--- src/asr_pkg.sv ---
// Purpose: constants and types for the async x16 static memory host controller
// Assumes: 100 MHz system clock, memory pins driven straight from flip-flops
// Notes: timing counts derive from printed times and the clock period
package asr_pkg;
   localparam int CLK_PERIOD_NS = 10;
   localparam int POWER_TO_FIRST_ACCESS_US = 100;
   localparam int STORE_TO_FLOAT_TIME_NS = 5;
   localparam int DATA_SETUP_TO_END_NS = 5;
   localparam int WE_PULSE_NS = 7;
   localparam int READ_ACCESS_NS = 10;
   localparam int OE_FLOAT_NS = 5;
   localparam int POWER_CYCLES =
      (POWER_TO_FIRST_ACCESS_US * 1000 + CLK_PERIOD_NS - 1) / CLK_PERIOD_NS;
   localparam int WPULSE_NS_RAW = STORE_TO_FLOAT_TIME_NS + DATA_SETUP_TO_END_NS;
   localparam int WPULSE_NS = (WPULSE_NS_RAW > WE_PULSE_NS) ? WPULSE_NS_RAW : WE_PULSE_NS;
   localparam int WPULSE_CYCLES = (WPULSE_NS + CLK_PERIOD_NS - 1) / CLK_PERIOD_NS;
   localparam int READ_CYCLES = (READ_ACCESS_NS + CLK_PERIOD_NS - 1) / CLK_PERIOD_NS + 1;
   localparam int FLOAT_CYCLES = (OE_FLOAT_NS + CLK_PERIOD_NS - 1) / CLK_PERIOD_NS;
   localparam int CNT_W = 16;
   localparam logic [7:0] REG_CTRL = 8'h00;
   localparam logic [7:0] REG_ADDR = 8'h04;
   localparam logic [7:0] REG_WDATA = 8'h08;
   localparam logic [7:0] REG_RDATA = 8'h0C;
   localparam logic [7:0] REG_STATUS = 8'h10;
   localparam int CTRL_GO_BIT = 0;
   localparam int CTRL_WR_BIT = 1;
   localparam int CTRL_LOW_BIT = 2;
   localparam int CTRL_UP_BIT = 3;
   localparam int ST_BUSY_BIT = 0;
   localparam int ST_READY_BIT = 1;
   localparam int ST_DONE_BIT = 2;
   typedef enum logic [2:0] {
      ASR_POWER = 3'b000,
      ASR_IDLE = 3'b001,
      ASR_READ = 3'b011,
      ASR_FLOAT = 3'b010,
      ASR_WSETUP = 3'b110,
      ASR_WPULSE = 3'b111,
      ASR_WEND = 3'b101
   } asr_state_t;
endpackage

--- src/asr_host.sv ---
// Purpose: host side controller for an async x16 static memory with byte lanes
// Assumes: one clock, software port with read data one cycle after the strobe
// Notes: each access is one word; software polls the status register
//
// Implementation choices: the plain strobed port and the register addresses.
`timescale 1ns/10ps
`default_nettype none
module asr_host
   import asr_pkg::*;
#(
   parameter int ADDR_W = 20,
   parameter int DATA_W = 16,
   parameter int POWER_WAIT = POWER_CYCLES
) (
   input wire logic SYS_CLK_I, // system clock
   input wire logic RST_B_I, // synchronous reset, low active
   input wire logic [7:0] REG_ADDR_I, // register byte address
   input wire logic [31:0] REG_WDATA_I, // register write data
   input wire logic REG_WR_I, // write strobe
   input wire logic REG_RD_I, // read strobe
   output logic [31:0] REG_RDATA_O, // read data, cycle after strobe
   output logic [ADDR_W-1:0] WORD_ADDR_O, // memory word address
   output logic SELECT_LOW_PIN_O, // first chip enable, low active
   output logic SELECT_HIGH_PIN_O, // second chip enable, high active
   output logic OE_N_O, // output enable, low active
   output logic WE_N_O, // write enable, low active
   output logic UPPER_LANE_SEL_N_O, // upper byte lane, low active
   output logic LOWER_LANE_SEL_N_O, // lower byte lane, low active
   input wire logic [DATA_W-1:0] DATA_LINES_I, // data lines sensed
   output logic [DATA_W-1:0] DATA_LINES_O, // data lines driven
   output logic [DATA_W-1:0] DATA_LINES_OE_N_O // low while host drives
);
   // refuse at elaboration what the lane split and the counter cannot serve
   if (ADDR_W != 20 || DATA_W != 16 || POWER_WAIT < 1 || POWER_WAIT >= (1 << CNT_W)) begin : g_bad
      $error("asr_host: unsupported parameter values");
   end

   typedef struct packed {
      asr_state_t st;
      logic [CNT_W-1:0] cnt;
      logic [ADDR_W-1:0] addr;
      logic [DATA_W-1:0] wdata;
      logic [DATA_W-1:0] rdata;
      logic wr;
      logic low_en;
      logic up_en;
      logic done;
      logic sel;
      logic oe_n;
      logic we_n;
      logic drive;
      logic [31:0] rd_out;
      logic [DATA_W-1:0] din_s1;
      logic [DATA_W-1:0] din_s2;
   } asr_regs_t;

   asr_regs_t r_ff, nxt_r;
   localparam int SYNC_STAGES = 2; // flops between the data pins and the capture

   always_comb begin
      nxt_r = r_ff;
      nxt_r.din_s1 = DATA_LINES_I;
      nxt_r.din_s2 = r_ff.din_s1;
      nxt_r.rd_out = '0;
      if (REG_RD_I) begin
         case (REG_ADDR_I)
            REG_CTRL: nxt_r.rd_out = {28'h0000000, r_ff.up_en, r_ff.low_en, r_ff.wr, 1'b0};
            REG_ADDR: nxt_r.rd_out = {{(32-ADDR_W){1'b0}}, r_ff.addr};
            REG_WDATA: nxt_r.rd_out = {{(32-DATA_W){1'b0}}, r_ff.wdata};
            REG_RDATA: nxt_r.rd_out = {{(32-DATA_W){1'b0}}, r_ff.rdata};
            REG_STATUS: nxt_r.rd_out = {29'h00000000, r_ff.done,
               (r_ff.st != ASR_POWER), (r_ff.st != ASR_IDLE && r_ff.st != ASR_POWER)};
            default: nxt_r.rd_out = '0;
         endcase
         // reading status clears done unless a transfer ends this cycle
         if (REG_ADDR_I == REG_STATUS)
            nxt_r.done = 1'b0;
      end
      // writes to shadow registers are ignored while an access runs
      if (REG_WR_I && r_ff.st == ASR_IDLE) begin
         case (REG_ADDR_I)
            REG_ADDR: nxt_r.addr = REG_WDATA_I[ADDR_W-1:0];
            REG_WDATA: nxt_r.wdata = REG_WDATA_I[DATA_W-1:0];
            REG_CTRL: begin
               nxt_r.wr = REG_WDATA_I[CTRL_WR_BIT];
               nxt_r.low_en = REG_WDATA_I[CTRL_LOW_BIT];
               nxt_r.up_en = REG_WDATA_I[CTRL_UP_BIT];
            end
            default: nxt_r.wr = r_ff.wr;
         endcase
      end
      case (r_ff.st)
         ASR_POWER: begin
            if (r_ff.cnt == CNT_W'(POWER_WAIT - 1))
               nxt_r.st = ASR_IDLE;
            else
               nxt_r.cnt = r_ff.cnt + CNT_W'(1);
         end
         ASR_IDLE: begin
            if (REG_WR_I && REG_ADDR_I == REG_CTRL && REG_WDATA_I[CTRL_GO_BIT]) begin
               nxt_r.cnt = '0;
               // address set up before select falls
               nxt_r.sel = 1'b1;
               if (REG_WDATA_I[CTRL_WR_BIT]) begin
                  nxt_r.st = ASR_WSETUP;
                  nxt_r.oe_n = 1'b1;
               end else begin
                  nxt_r.st = ASR_READ;
                  nxt_r.oe_n = 1'b0;
                  nxt_r.we_n = 1'b1;
               end
            end
         end
         ASR_READ: begin
            if (r_ff.cnt == CNT_W'(READ_CYCLES - 1 + SYNC_STAGES)) begin
               // pins settle after the access time, then still need both sync flops
               nxt_r.rdata = r_ff.din_s2;
               if (!r_ff.low_en)
                  nxt_r.rdata[7:0] = '0;
               if (!r_ff.up_en)
                  nxt_r.rdata[15:8] = '0;
               nxt_r.oe_n = 1'b1;
               nxt_r.sel = 1'b0;
               nxt_r.cnt = '0;
               nxt_r.st = ASR_FLOAT;
            end else begin
               nxt_r.cnt = r_ff.cnt + CNT_W'(1);
            end
         end
         ASR_FLOAT: begin
            // memory output must turn off before anyone drives
            if (r_ff.cnt == CNT_W'(FLOAT_CYCLES)) begin
               nxt_r.st = ASR_IDLE;
               nxt_r.done = 1'b1;
            end else begin
               nxt_r.cnt = r_ff.cnt + CNT_W'(1);
            end
         end
         ASR_WSETUP: begin
            // drive data and lower write enable together, select already low
            nxt_r.drive = 1'b1;
            nxt_r.we_n = 1'b0;
            nxt_r.cnt = '0;
            nxt_r.st = ASR_WPULSE;
         end
         ASR_WPULSE: begin
            // pulse covers float time plus setup in case output was enabled
            if (r_ff.cnt == CNT_W'(WPULSE_CYCLES - 1)) begin
               // write enable rises first and ends the write; data held past it
               nxt_r.we_n = 1'b1;
               nxt_r.st = ASR_WEND;
            end else begin
               nxt_r.cnt = r_ff.cnt + CNT_W'(1);
            end
         end
         ASR_WEND: begin
            nxt_r.drive = 1'b0;
            nxt_r.sel = 1'b0;
            nxt_r.st = ASR_IDLE;
            nxt_r.done = 1'b1;
         end
         default: nxt_r.st = ASR_IDLE;
      endcase
   end

   always_ff @(posedge SYS_CLK_I) begin
      if (!RST_B_I) begin
         r_ff <= '{st: ASR_POWER, oe_n: 1'b1, we_n: 1'b1, default: '0};
      end else begin
         r_ff <= nxt_r;
      end
   end

   assign REG_RDATA_O = r_ff.rd_out;
   assign WORD_ADDR_O = r_ff.addr;
   assign SELECT_LOW_PIN_O = !r_ff.sel;
   assign SELECT_HIGH_PIN_O = r_ff.sel;
   assign OE_N_O = r_ff.oe_n;
   assign WE_N_O = r_ff.we_n;
   // lanes follow enables only while selected, idle lanes stay high
   assign LOWER_LANE_SEL_N_O = !(r_ff.sel && r_ff.low_en);
   assign UPPER_LANE_SEL_N_O = !(r_ff.sel && r_ff.up_en);
   assign DATA_LINES_O = r_ff.wdata;
   assign DATA_LINES_OE_N_O = {{8{!(r_ff.drive && r_ff.up_en)}}, {8{!(r_ff.drive && r_ff.low_en)}}};
endmodule
`default_nettype wire

--- config.mk ---
export PLATFORM = sky130hd
export DESIGN_NAME = asr_host
export DESIGN_NICKNAME = d
export VERILOG_FILES = /design/src/asr_pkg.sv /design/src/asr_host.sv
export SDC_FILE = /design/constraint.sdc
export NUM_CORES = 1
export LEC_CHECK = 0
export BUFFER_PORTS_ARGS = -buffer_cell sky130_fd_sc_hd__buf_2
export CAP_MARGIN = 20
export CELL_PAD_IN_SITES_DETAIL_PLACEMENT = 0
export CELL_PAD_IN_SITES_GLOBAL_PLACEMENT = 2
export CORE_MARGIN = 2
export CORE_UTILIZATION = 31
export DETAILED_ROUTE_END_ITERATION = 10
export PLACE_DENSITY = 0.88
export SLEW_MARGIN = 15
export SYNTH_ARGS = -nofsm -noshare
export SYNTH_HDL_FRONTEND = slang
export SYNTH_SLANG_ARGS = --single-unit
--- constraint.sdc ---
create_clock -name SYS_CLK_I -period 2.7 [get_ports SYS_CLK_I]
set_input_delay 0.27 -clock SYS_CLK_I [delete_from_list [all_inputs] [get_ports SYS_CLK_I]]
set_output_delay 0.27 -clock SYS_CLK_I [all_outputs]
set_load 0.02 [all_outputs]
Word-level counts from Yosys, hierarchy flattened
Cells that the tools add are included.
- flip-flop bits (word level): 143
- output and inout bits: 90
- logic and storage cells: 100
- add/sub/neg operators: 1
- eq/ne operators: 23
- muxes and demuxes: 28
- reduce and logical (&&, ||, !) cells: 32
- operators by type and width (operator ; count):
    20-bit case mux with 5 select lines ; 1
    16-bit case mux with 6 select lines ; 1
    16-bit 2-to-1 mux ; 4
    19-bit 2-to-1 mux ; 1
    3-bit 2-to-1 mux ; 6
    3-bit case mux with 6 select lines ; 1
    16-bit by 1-bit adder with 16-bit output (second input constant) ; 1
    16-bit by 1-bit equality test with 1-bit output (second input constant) ; 1
    16-bit by 14-bit equality test with 1-bit output (second input constant) ; 1
    16-bit by 2-bit equality test with 1-bit output (second input constant) ; 1
    8-bit by 4-bit equality test with 1-bit output (second input constant) ; 2
    16-bit zero test ; 1
    8-bit 2-to-1 mux ; 2
    2-bit != test (second input constant) ; 8
    2-bit AND reduction ; 5
    5-bit AND reduction ; 2
    3-bit equality test (second input constant) ; 3
    3-bit nonzero test ; 3
    8-bit by 3-bit equality test with 1-bit output (second input constant) ; 1
    8-bit by 5-bit equality test with 1-bit output (second input constant) ; 1
    1-bit logical AND ; 8
    8-bit zero test ; 1
    3-bit by 2-bit equality test with 1-bit output (second input constant) ; 2
    1-bit 2-to-1 mux ; 6
    12 further kinds ; 21

Depth between registers and ports, before layout
- word-level depth: 5
- gate-level depth with buffers: 8
- depth with buffers taken out: 7

Least setup slack after synthesis
Ideal clock, no wire load.
- path kind: register to register
- start: register r_ff[128] (netlist bit)
- end: register r_ff[132] (netlist bit)
- setup time: 0.143 ns
- data arrival time: 1.966 ns
- required time: 2.557 ns
- setup slack: 0.591 ns
- stages on the path, launching flop included: 7
- buffers on the path: 1
- cells stage by stage: dfxtp_1 > or4_4 > or4_4 > o22ai_4 > or3_1 > buf_6 > o221ai_1
- longest elaborated chain between the ends: 3
- elaborated cells on any way between the ends: 14
- classes of those cells: 1 x add/sub; 6 x eq/ne; 5 x mux; 2 x reduce/logical
- ends and longest elaborated chain (element ; line ; source):
    start, declared ; asr_host.sv:57 ; asr_regs_t r_ff, nxt_r;
    start signal, assigned ; asr_host.sv:170 ; r_ff <= nxt_r;
    16-bit by 1-bit adder with 16-bit output, or another cell as far along ; - ;
    16-bit 2-to-1 mux, or another cell as far along ; asr_host.sv:148 ; if (r_ff.cnt == CNT_W'(WPULSE_CYCLES - 1)) begin
    16-bit case mux with 6 select lines or 5-bit AND reduction (tied branches) ; - ;
Parallel ways exist; a longest one is shown, timed or not. The select of a mux whose other input is x is not followed.
A chain may end at the register's enable or synchronous reset.

Worst setup path in the final report
Same ends and word-level chain as after synthesis.

==> flow_summary.toml <==
[global_route]
met2_usage = 0.226
grt_overflow = 0
grt.busiest_layer = "met2"
grt_pass1_wl_um = 24200
grt_usage = 0.150
antenna_found_initial = 1
met3_usage = 0.0406
met1_usage = 0.206
grt_pass1_vias = 4528
grt_max_degree = 64

[setup_path]
cp_top_family = "simple AND/OR/NAND/NOR gates"
worstSetupPathType = "register to register"
cp-start-kind = "register"
slowest_delay_ps = 570
crit_buf_inv = 0
crit_chain = "or4_4 > or4_4 > o22ai_4 > or3_1 > o221ai_1"
worst_ep_arrival_time_ps = 2600
end_kind = "register"
cp_slowest_cell = "or4_4"
required_ps = 2970
crit_path_max_fanout = 9
crit_top_cell = "or4_4"

[routing]
wl_per_cell_um = 14.7
vias = 4797
drtIter0Drc = 261
drc = 0
drtAntennaViolNets = 0
viasPerCell = 4.68
wl_um = 15100
dr.pass1.iters = 4

[sta]
hold_viol = 0
slew_headroom = 0.506
tns_ps = 0
tightest_slew_ps = 741
period_minus_slack_ps = 2340
finalMaxSlewViolations = 0
clock.fmax_mhz = 428
skew_ps = 7.82
rsz0062_at_grt = "false"
worst_slack_ps = 364
setup_viol = 0
fin_crit_sh = 0.865

[place]
dp_slack_ps = 361
globalplace.congestion = 0.835
hpwl_um = 10600
port_buffers = 125

[cells_and_area]
syn2layout_area_growth_pct = 14.9
drive_gt1_frac = 0.260
final_nets = 815
fillers = 1982

[clock_tree]
cts_tree = "done"
cts_setup_buffers = 0
clockBufferDepth = 2
cts.clk_slew.worst_paths_ps = 60
htree_levels = 4
hold_buffers = 0
numClockSinks = 131
cts-root-buf = "clkbuf_16"
cts_buffers = 17
clk_latency_ps = 410
ctsResizeCount = 0

[floorplan]
start_util = 0.318
die_y_um = 143
fp-row-count = 50
die_w_um = 143
design.die.area_sq_mm = 0.0205
io-pin-count = 150
coreArea_sq_mm = 0.0188

[pwr]
ir_worst_vdd_uv = 373
p_leak_nw = 2.70
power_density_mw_per_mm2 = 711

[synth]
synth-seq-cells = 131
async_flop_share = 0
synth_top_area_cell = "dfxtp_1"
synth-edff-count = 0
yosysSeqAreaShare = 0.438
ys.flop_type = "dfxtp_1"
synth_cells = 705
netlist.area_leader.share = 0.438
synthesis.area_sq_mm = 0.00599
synth-warning-count = 0
ys_types = 56
synth_area_per_cell_sq_um = 8.50
ys_top_cells_by_area = "dfxtp_1 (44%), buf_4 (10%), nand2_1 (7.5%)"

[min_path]
min_path_type = "input pin to register"

[flow_run]
maxCapViolations = 0

[outcome]
status = "finished, final reports clean"
-- worst register-to-register path: cells and delay by family, from the launching register on --
family / cells / cell delay, ps
and+or+nand+nor: 3 / 1520
DFF: 1 / 370
AOI/OAI and AO/OA: 2 / 310
-- per-stage QoR --
stage	hold WS [ps]	std cells	total power, mW	area [sq um]	util
global route	58.3	1024	5.12	6880	0.366
CTS	50.0	1024	4.95	6880	0.366
detailed placement	418	993	2.79	6330	0.336
finish	66.7	1025	4.90	6890	0.366
global placement	416	993	2.80	6330	0.336
floorplan	397	716	2.57	6030	-
-- flip-flops by register name (all words and copies together) (netlist names) --
name and flops:
OE_N_O 1, DATA_LINES_O 16, SELECT_HIGH_PIN_O 1, WORD_ADDR_O 20, r_ff 56, REG_RDATA_O 20
WE_N_O 1, nxt_r 16
-- per-layer routing --
metal / up-vias / routed length, um
li1: 2440 / -
met3: 11 / 1030
met4: 0 / 187
met5: - / 0
met2: 130 / 6580
met1: 2216 / 7310
-- report_power, final --
part / total [mW] / internal, mW / switching [mW]
clock: 2.15 / 1.33 / 0.820
sequential: 2.08 / 2.00 / 0.0814
combinational: 0.673 / 0.238 / 0.435
total: 4.90 / 3.56 / 1.34
-- layout make-up --
class,count,area (sq um),share of cell area
Multi-Input combinational cell,450,2590,0.376
Timing Repair Buffer,142,753,0.109
Clock inverter,9,81.3,0.0118
Clock buffer,22,474,0.0689
Sequential cell,131,2620,0.381
Antenna cell,1,2.50,0.000363
Inverter,10,37.5,0.00545
Tap cell,260,325,0.0472
-- worst paths after layout --
path	start	end	slack, ps	cells after the start
setup / recovery	r_ff[128]	r_ff[132]	360	5
hold / removal	DATA_LINES_I[10]	nxt_r[10]	70	2
setup reg to reg	r_ff[128]	r_ff[132]	360	5
hold reg to reg	nxt_r[14]	r_ff[14]	430	1
-- kinds of logic (layout without fill, tap and decap cells) --
kind of cell	count (synthesis)	after routing	share of synthesized area
AND/OR/NAND/NOR	294	294	0.245
AO/OA/AOI/OAI	121	121	0.130
flip-flops	131	131	0.438
adder cells (fa/ha/maj)	3	3	0.00626
multiplexers	20	20	0.0424
other	1	13	0.000626
buffers and inverters	135	183	0.138
-- cell usage after synthesis, types with 4 or more instances --
cell,number
dfxtp_1,131
nor2_1,32
nand2_1,120
mux2_2,13
and2_1,37
nor4_1,9
buf_4,82
a21oi_1,60
inv_1,10
nand4_1,17
o21ai_0,6
buf_2,4
clkbuf_1,35
or3_1,12
o221ai_1,8
nand3_1,28
o211ai_1,7
mux2i_1,4
nor3_1,7
and3_1,7
a22oi_1,15
-- placed cells by master, fill, tap and decap left out, types with 3 or more instances in the layout --
| cell | instances |
|---|---|
| nor2_1 | 32 |
| clkbuf_16 | 17 |
| nor2b_1 | 3 |
| o211ai_1 | 7 |
| mux4_2 | 3 |
| nor4_1 | 9 |
| buf_2 | 125 |
| o22ai_1 | 3 |
| buf_4 | 17 |
| clkinv_2 | 4 |
| a22oi_1 | 15 |
| clkinvlp_4 | 3 |
| or2_2 | 3 |
| nand3_1 | 28 |
| ha_1 | 3 |
| conb_1 | 12 |
| inv_1 | 9 |
| a21oi_1 | 60 |
| dfxtp_1 | 131 |
| nand4_1 | 17 |
| o21bai_1 | 3 |
| mux2i_1 | 4 |
| or3_1 | 12 |
| nor3b_2 | 3 |
| nand2_1 | 120 |
| a2bb2oi_1 | 3 |
| o21ai_0 | 6 |
| clkbuf_8 | 3 |
| nor3_1 | 7 |
| mux2_2 | 13 |
| and3_1 | 7 |
| and2_1 | 37 |
| o221ai_1 | 8 |
Power figures use the tool's default switching activity.
